File: src/rtl/pai_pkg.sv
// package: register map, field layout and carrier types of the port alias and indirect access block
package pai_pkg;
  localparam logic [7:0] OFS_PORT1_ALIAS = 8'hF9;
  localparam logic [7:0] OFS_PORT2_ALIAS = 8'hFA;
  localparam logic [7:0] OFS_PORT3_ALIAS = 8'hFB;
  localparam logic [7:0] OFS_IND_CONTROL = 8'hB0;
  localparam logic [7:0] OFS_IND_OFFSET = 8'hB1;
  localparam logic [7:0] OFS_IND_DATA = 8'hB2;
  localparam logic [7:0] RST_ALIAS = 8'h00;
  localparam logic [7:0] RST_IND_CONTROL = 8'h00;
  localparam logic [7:0] RST_IND_OFFSET = 8'h00;
  localparam int ALIAS_FIELD_LSB = 1;
  localparam int IND_AUTOINC_BIT = 1;
  localparam int IND_BLOCK_LSB = 2;
  localparam int IND_BLOCK_MSB = 4;
  localparam logic [7:0] IND_CONTROL_MASK = 8'h1E;
  localparam int NUM_ALIAS = 3;

  // one register access as decoded by the i2c target
  typedef struct packed {
    logic valid;
    logic write;
    logic [6:0] dev_addr;
    logic [7:0] offset;
    logic [7:0] wdata;
  } pai_req_t;

  // access forwarded to a secondary map
  typedef struct packed {
    logic write;
    logic read;
    logic [2:0] block;
    logic [7:0] offset;
    logic [7:0] wdata;
  } pai_ind_t;
endpackage

File: src/rtl/pai_regs.sv
// port alias decoders and indirect access window of the deserializer hub register file
// Notes on behaviour
// - ports 1-3 each hold a 7-bit alias in bits 7:1; bit 0 reads zero.
// - nonzero alias match decodes access as that port's registers, no paging needed.
// - alias field of zero disables that port's alias decoder.
// - alias accesses also reach all shared registers, like the primary address.
// - port 2 and 3 alias registers reset to zero.
// - secondary maps reachable only via indirect registers at 0xB0 to 0xB2.
// - indirect control selects target block and holds auto-increment enable.
// - indirect offset sets location; data register accesses block at that offset.
// - with auto-increment, offset advances by one after each data access.
// - primary address reaches the port chosen by the port select register.
`timescale 1ns/1ps
`default_nettype none
module pai_regs (
  input wire logic clock_in,                    // 20 MHz core clock
  input wire logic reset_in,                    // synchronous, active high
  input wire pai_pkg::pai_req_t req_in,         // decoded i2c register access
  input wire logic [6:0] primary_addr_in,       // device primary i2c address
  input wire logic [1:0] page_port_in,          // port chosen by port select register
  input wire logic [7:0] ext_rdata_in,          // read data from rest of main map
  input wire logic [7:0] ind_rdata_in,          // read data from selected secondary map
  output logic hit_out,                         // access addressed to this device
  output logic ext_req_out,                     // main map access not held here
  output logic [1:0] port_out,                  // receive port for port-specific registers
  output pai_pkg::pai_ind_t ind_out,            // secondary map access
  output logic [7:0] rdata_out,                 // read data, one cycle after request
  output logic rdata_valid_out                  // read data valid pulse
);
  import pai_pkg::*;

  logic [7:0] alias_reg [NUM_ALIAS];
  logic [7:0] ind_control;
  logic [7:0] ind_offset;
  logic [NUM_ALIAS-1:0] alias_hit;
  logic primary_hit;
  logic local_hit;
  logic data_access;
  logic [7:0] next_rdata;

  function automatic logic alias_match(input logic [7:0] areg, input logic [6:0] addr);
    // zero means decoder off, so address 0 never matches an alias
    alias_match = (areg[7:ALIAS_FIELD_LSB] != 7'h00) && (areg[7:ALIAS_FIELD_LSB] == addr);
  endfunction

  always_comb begin
    for (int i = 0; i < NUM_ALIAS; i++) begin
      alias_hit[i] = req_in.valid && alias_match(alias_reg[i], req_in.dev_addr);
    end
  end

  assign primary_hit = req_in.valid && (req_in.dev_addr == primary_addr_in);
  assign hit_out = primary_hit || (|alias_hit);

  // an alias wins over paging, so an alias never depends on the port select register
  always_comb begin
    if (alias_hit[0]) begin
      port_out = 2'h1;
    end else if (alias_hit[1]) begin
      port_out = 2'h2;
    end else if (alias_hit[2]) begin
      port_out = 2'h3;
    end else begin
      port_out = page_port_in;
    end
  end

  assign local_hit = (req_in.offset == OFS_PORT1_ALIAS) || (req_in.offset == OFS_PORT2_ALIAS) ||
                     (req_in.offset == OFS_PORT3_ALIAS) || (req_in.offset == OFS_IND_CONTROL) ||
                     (req_in.offset == OFS_IND_OFFSET) || (req_in.offset == OFS_IND_DATA);
  assign ext_req_out = hit_out && !local_hit;
  assign data_access = hit_out && (req_in.offset == OFS_IND_DATA);

  assign ind_out.write = data_access && req_in.write;
  assign ind_out.read = data_access && !req_in.write;
  assign ind_out.block = ind_control[IND_BLOCK_MSB:IND_BLOCK_LSB];
  assign ind_out.offset = ind_offset;
  assign ind_out.wdata = req_in.wdata;

  always_ff @(posedge clock_in) begin
    if (reset_in) begin
      for (int i = 0; i < NUM_ALIAS; i++) begin
        alias_reg[i] <= RST_ALIAS;
      end
    end else if (hit_out && req_in.write) begin
      for (int i = 0; i < NUM_ALIAS; i++) begin
        if (req_in.offset == OFS_PORT1_ALIAS + 8'(i)) begin
          alias_reg[i] <= {req_in.wdata[7:ALIAS_FIELD_LSB], 1'b0};
        end
      end
    end
  end

  always_ff @(posedge clock_in) begin
    if (reset_in) begin
      ind_control <= RST_IND_CONTROL;
    end else if (hit_out && req_in.write && req_in.offset == OFS_IND_CONTROL) begin
      ind_control <= req_in.wdata & IND_CONTROL_MASK;
    end
  end

  always_ff @(posedge clock_in) begin
    if (reset_in) begin
      ind_offset <= RST_IND_OFFSET;
    end else if (hit_out && req_in.write && req_in.offset == OFS_IND_OFFSET) begin
      ind_offset <= req_in.wdata;
    end else if (data_access && ind_control[IND_AUTOINC_BIT]) begin
      ind_offset <= ind_offset + 8'h01;
    end
    // otherwise held, including across data accesses while auto-increment is off
  end

  // read data is taken in the request cycle, so both read sources must answer combinationally
  always_comb begin
    next_rdata = ext_rdata_in;
    if (req_in.offset == OFS_PORT1_ALIAS) next_rdata = alias_reg[0];
    if (req_in.offset == OFS_PORT2_ALIAS) next_rdata = alias_reg[1];
    if (req_in.offset == OFS_PORT3_ALIAS) next_rdata = alias_reg[2];
    if (req_in.offset == OFS_IND_CONTROL) next_rdata = ind_control;
    if (req_in.offset == OFS_IND_OFFSET) next_rdata = ind_offset;
    if (req_in.offset == OFS_IND_DATA) next_rdata = ind_rdata_in;
  end

  always_ff @(posedge clock_in) begin
    if (reset_in) begin
      rdata_out <= 8'h00;
      rdata_valid_out <= 1'b0;
    end else begin
      rdata_valid_out <= hit_out && !req_in.write;
      if (hit_out && !req_in.write) begin
        rdata_out <= next_rdata;
      end
    end
  end
endmodule
`default_nettype wire

File: config.mk
export PLATFORM = sky130hd
export DESIGN_NAME = pai_regs
export DESIGN_NICKNAME = d
export VERILOG_FILES = /design/src/rtl/pai_pkg.sv /design/src/rtl/pai_regs.sv
export SDC_FILE = /design/constraint.sdc
export NUM_CORES = 1
export LEC_CHECK = 0
export ABC_AREA = 1
export BUFFER_PORTS_ARGS = -buffer_cell sky130_fd_sc_hd__buf_2
export CORE_MARGIN = 1.5
export CORE_UTILIZATION = 46
export CTS_CLUSTER_DIAMETER = 50
export CTS_CLUSTER_SIZE = 25
export DETAILED_ROUTE_END_ITERATION = 8
export PLACE_DENSITY = 0.8
export SETUP_SLACK_MARGIN = 0.3
export SLEW_MARGIN = 30
export SYNTH_ARGS = -nofsm -noshare
export SYNTH_HDL_FRONTEND = slang
export SYNTH_SLANG_ARGS = --single-unit
File: constraint.sdc
create_clock -name clock_in -period 2.4 [get_ports clock_in]
set_clock_uncertainty 0.2 [all_clocks]
set_input_delay 0.12 -clock clock_in [delete_from_list [all_inputs] [get_ports clock_in]]
set_output_delay 0.12 -clock clock_in [all_outputs]
set_load 0.1 [all_outputs]
==> flow_metrics.tcl, run 1 <==
set metrics [dict create \
    min_from "req_in[6]" \
    drt_first_iter_violations 345 \
    cts.sinks 42 \
    cts_buffer_depth 2 \
    p_seq_frac 0.433 \
    firstDrtPassIters 5 \
    p_per_area_mw_per_mm2 418.4 \
    numCtsBuffers 5 \
    ant_nets 0 \
    syn_nets 502 \
    maxSlewHeadroom 0.5669 \
    reg2reg_from "alias_reg[0][11]$_DFFE_PP_" \
    yosys-top-cells-area "edfxtp_1 (21%), nand2_1 (15%), dfxtp_1 (14%)" \
    cp-end-kind "output pin" \
    failed_checks "setup timing" \
    drive_above_1_share 0.3664 \
    grt_use_total 0.2609 \
    die_area_mm2 0.006881 \
    design_area_mm2 0.004305 \
    cp-start-kind "flop" \
    critPathKind "reg2out" \
    setup_viol 1 \
    startpoint "alias_reg[0][11]$_DFFE_PP_" \
    vdd_drop_max_uv 339.1 \
    synth_cells 449 \
    worst_slew_pin_slew_ps 648.9 \
    root_buffer "clkbuf_8" \
    start_util 0.4851 \
    p_total_w 0.001801 \
    antenna_found_initial 0 \
    r2r-end "ind_offset[6]$_SDFFE_PP0P_" \
    ys.warnings.count 0 \
    port_buffers 85 \
    layout_common_cells "nand2_1 (110), buf_2 (79), inv_1 (58)" \
    coreArea_mm2 0.006061 \
    ys_seq_area_frac 0.3574 \
    gp_congestion 0.9976 \
    hpwl_mm 6.544 \
    synth_cell_type_count 31 \
    die_x_um 82.95 \
    final_common_cell "nand2_1" \
    place_ws_ps 118.4 \
    grt_start_max_net_pins 17 \
    p_switching_w 0.0004996 \
    routed_wirelength_mm 9.749 \
    num_rows 28 \
    cts_tree "done" \
    crit_required_ps 2080 \
    p_leak_nw 2.062 \
    r2r_slack_ps 90 \
    hold_viol 0 \
    p_int_w 0.001302 \
    yosysTopAreaCellShare 0.2145 \
    rsz0062_at_grt "true" \
    die_height_um 82.95 \
    period_share 1.008 \
    min_period_ps 2418 \
    viasPerCell 5.413 \
    final_nets 617 \
    fmaxAchievable_mhz 413.5 \
    drcViolationCount 0 \
    cp_data_arrival_time_ps 2100 \
    synth_area_leader_cell "edfxtp_1" \
    antenna_cells 0 \
    clkLatencyLatePin_ps 300 \
    syn_avg_cell_area_um2 6.549 \
    ctsHtreeMaxLevel 2 \
    gr-total-overflow 0 \
    worst_r2r_path_depth 17 \
    detail_route.wl_per_cell_um 15.23 \
    min_path_type "in2reg" \
    min_to "ind_offset[6]$_SDFFE_PP0P_" \
    vias 3464 \
    status "finished, violations left" \
    critPathMaxFanout 4 \
    max-cap-violations 0 \
    layout_setup_ws_ps -18.43 \
    layout-area-overhead-vs-synth_pct 46.43 \
    slew_violations 0 \
    io_pins 86 \
    grt_pass1_wl_mm 14.61 \
    clkPwrFrac 0.366 \
    largest_reg_flops 21 \
    min_path_cells 5 \
    postPlaceCellArea_mm2 0.003465 \
    first_global_vias 3124 \
    clkTransAtPathRegs_ps 80 \
    synth_area_mm2 0.002940 \
    comb_power_share 0.201 \
    switching_share 0.2774 \
    synth.ff_latch_count 42 \
]
[routing by layer]
metal  share of wire  track usage
met1            0.40       0.3367
met2            0.50       0.4501
met3           0.075      0.03380
met4           0.031      0.08788
met5               0            0
[per-stage QoR]
step                setup TNS [ps]  hold WS, ps  utilization  instances
global placement                 0        219.2       0.5716        594
detailed placement               0        224.5       0.5716        594
CTS                              0       0.3897       0.6460        626
finish                      -18.43        16.94       0.7104        640
floorplan                   -176.5       -10.93            -        449
global route                -234.2        34.63       0.7104        640
[final cells by class]
class / count / area [um2]
multi-input cells: 318 / 1829
flip-flops and latches: 42 / 1056
repair buffers: 125 / 915.9
clock inverters: 3 / 63.81
well taps: 75 / 93.84
inverters: 72 / 277.8
fillers: 459 / 1755
clock buffers: 5 / 68.82
[Yosys cell counts]
library cell / count
nand2_1: 120
nor2_1: 65
inv_1: 64
nand3_1: 28
o21ai_0: 28
a21oi_1: 21
dfxtp_1: 21
edfxtp_1: 21
buf_4: 12
o211ai_1: 10
xnor2_1: 9
inv_2: 8
o21ai_1: 6
nand4_1: 5
nor3_1: 5
buf_2: 3
clkbuf_1: 3
xor2_1: 3
a21oi_2: 2
nand2_2: 2
nand2_4: 2
nand3_2: 2
buf_6: 1
ha_1: 1
nand3_4: 1
nand3b_1: 1
nor2_2: 1
nor3b_1: 1
nor4_1: 1
o221ai_1: 1
or2_2: 1
[power groups by stage]
stage / Combinational (W) / Sequential, W / Clock, W
after floorplan: 0.000196 / 0.000798 / 0
after global placement: 0.000290 / 0.000796 / 0
after detailed placement: 0.000291 / 0.000796 / 0
after CTS: 0.000328 / 0.000778 / 0.000662
after global routing: 0.000389 / 0.000781 / 0.000688
final: 0.000362 / 0.000780 / 0.000659
[worst max path at each step]
stage | end | slack, ps | cells past startpoint
2_1_floorplan | ext_req_out | -180 | 9
3_3_place_gp | ind_offset[3]$_SDFFE_PP0P_ | 160 | 15
3_5_place_dp | alias_reg[0][6]$_DFFE_PP_ | 120 | 13
4_1_cts | ext_req_out | 40 | 10
5_1_grt | ext_req_out | -110 | 10
6_report | ext_req_out | -20 | 12
[cell families after synthesis]
logic type | count (synthesis) | synth area share
xor gates and xnor gates | 12 | 0.03575
buffers and inverters | 91 | 0.1353
DFF | 42 | 0.3574
AOI/OAI and AO/OA | 68 | 0.1281
and+or+nand+nor | 235 | 0.3392
adders and majority gates | 1 | 0.004255
[critical path, cell delays in order, from the launching register on]
cell      delay (ps)
edfxtp_1         480
inv_2             90
nand2_1           50
nand2_1           50
nand2_1           70
nor2_2           150
nand3_4           90
nand2_2           90
inv_2             60
nand2_8           80
inv_4             40
nor4_4           320
buf_12           220
[timing repair]
action                                  in CTS  in global routing
cloned                                       1                  1
endpoints found under the setup margin      59                 68
hold endpoints to repair                    18                  0
resized for setup                           29                 83
setup buffers                               14                 13
hold buffers                                 9                  0
pin swaps                                    6                 22
Note: power is estimated with default switching activity, not from simulation.
==> run 2: changes to the inputs <==
==> constraint.sdc (replaced) <==
create_clock -name clock_in -period 2.4 [get_ports clock_in]
set_clock_uncertainty 0.2 [all_clocks]
set_input_delay 0.48 -clock clock_in [delete_from_list [all_inputs] [get_ports clock_in]]
set_output_delay 0.48 -clock clock_in [all_outputs]
set_load 0.1 [all_outputs]
==> flow_metrics.tcl, run 2 (synthesis gave the netlist of run 1 again) <==
set metrics [dict create \
    final_nets 615 \
    drcViolationCount 0 \
    cts.hold.buffers_added 0 \
    placed_cells 614 \
    failed_checks "setup timing" \
    finalSetupTns_ps -1246 \
    gp_congestion 0.9242 \
    cts_buffer_depth 2 \
    grt_pass1_wl_mm 14.67 \
    layout_common_cells "nand2_1 (107), buf_2 (79), inv_1 (57)" \
    gr-total-overflow 0 \
    hold_viol 0 \
    min_period_ps 2639 \
    fmaxAchievable_mhz 379.0 \
    cp-end-kind "output pin" \
    clkLatencyLatePin_ps 300 \
    coreArea_mm2 0.006061 \
    numCtsBuffers 5 \
    die_height_um 82.95 \
    start_util 0.4851 \
    layout_setup_ws_ps -238.6 \
    slew_violations 0 \
    rsz0062_at_grt "true" \
    ctsHtreeMaxLevel 2 \
    firstDrtPassIters 5 \
    cp-start-kind "flop" \
    cts.sinks 42 \
    io_pins 86 \
    drt_first_iter_violations 443 \
    root_buffer "clkbuf_8" \
    vias 3401 \
    first_global_vias 3093 \
    crit_required_ps 1720 \
    maxSlewHeadroom 0.6616 \
    cp_data_arrival_time_ps 1960 \
    instances_no_fill 638 \
    grt_use_total 0.2616 \
    cts_tree "done" \
    hpwl_mm 6.965 \
    grt_start_max_net_pins 16 \
    p_total_w 0.001796 \
    min_path_type "reg2reg" \
    layout-area-overhead-vs-synth_pct 42.85 \
    max-cap-violations 0 \
    viasPerCell 5.331 \
    routed_wirelength_mm 9.585 \
    critPathMaxFanout 5 \
    clkTransAtPathRegs_ps 90 \
    setup_viol 6 \
    largest_reg_flops 21 \
    antenna_found_initial 0 \
    die_x_um 82.95 \
    critPathKind "reg2out" \
    num_rows 28 \
    holdWs_ps 266.9 \
    fillCellCount 493 \
    postPlaceCellArea_mm2 0.003702 \
    die_area_mm2 0.006881 \
    design_area_mm2 0.004200 \
    port_buffers 85 \
    antenna_cells 0 \
    final_common_cell "nand2_1" \
    status "finished, violations left" \
    ant_nets 0 \
    drive_above_1_share 0.3677 \
    period_share 1.099 \
    p_per_area_mw_per_mm2 427.6 \
    detail_route.wl_per_cell_um 15.02 \
    vdd_drop_max_uv 720.3 \
    p_leak_nw 2.054 \
    worst_slew_pin_slew_ps 511.0 \
]
==> run 2: critical path, cell delays in order, from the launching register on <==
cell,delay (ps)
edfxtp_1,460
inv_2,100
nand2_1,50
nand2_1,50
nand2_1,60
nor2_1,130
nand3_2,120
nand2_2,100
inv_2,60
nand2_8,90
buf_6,110
nand2_4,40
nor2_4,100
buf_12,180
==> run 2: layer usage <==
layer | part of all wire | GRT usage | up-vias
met2 | 0.47 | 0.4235 | 173
met4 | 0.020 | 0.07576 | 0
met1 | 0.43 | 0.3582 | 1558
li1 | - | - | 1648
met5 | 0 | 0 | -
met3 | 0.079 | 0.04672 | 22
==> run 2: what timing repair did <==
| item | CTS | global route |
|---|---|---|
| endpoints found under the hold margin | 0 | 0 |
| resized for setup | 24 | 51 |
| setup buffers | 7 | 7 |
| pin swaps | 14 | 24 |
| endpoints found under the setup margin | 68 | 68 |
| gates cloned | 2 | 0 |
==> run 2: path summary, 6_finish.rpt <==
check                                                start                        end  slack, ps  cells after the start
worst min-delay path             rdata_out[1]$_SDFFE_PP0P_  rdata_out[1]$_SDFFE_PP0P_        270                      2
worst min register to register   rdata_out[1]$_SDFFE_PP0P_  rdata_out[1]$_SDFFE_PP0P_        270                      2
worst max-delay path            alias_reg[0][11]$_DFFE_PP_                ind_out[19]       -240                     13
worst max register to register  alias_reg[0][11]$_DFFE_PP_  alias_reg[0][3]$_DFFE_PP_         80                     13
==> run 2: area by class of cell <==
class,count,area [um2],share of cell area
multi-input cells,318,1803,0.4293
flip-flops and latches,42,1056,0.2514
repair buffers,123,834.6,0.1987
inverters,72,275.3,0.06553
well taps,75,93.84,0.02234
clock buffers,5,68.82,0.01638
clock inverters,3,68.82,0.01638
==> run 2: power by group <==
part           internal, W  leakage, nW  switching [W]
clock network     0.000417       0.0683       0.000255
registers         0.000764        0.388      0.0000165
logic             0.000113         1.60       0.000230
==> run 2: through the flow <==
stage / worst slack [ps] / util
3_5_place_dp: -175.2 / 0.6109
3_3_place_gp: -127.9 / 0.6109
4_1_cts: -201.2 / 0.6569
5_1_grt: -360.6 / 0.6930
2_1_floorplan: -713.2 / -
6_report: -238.6 / 0.6930
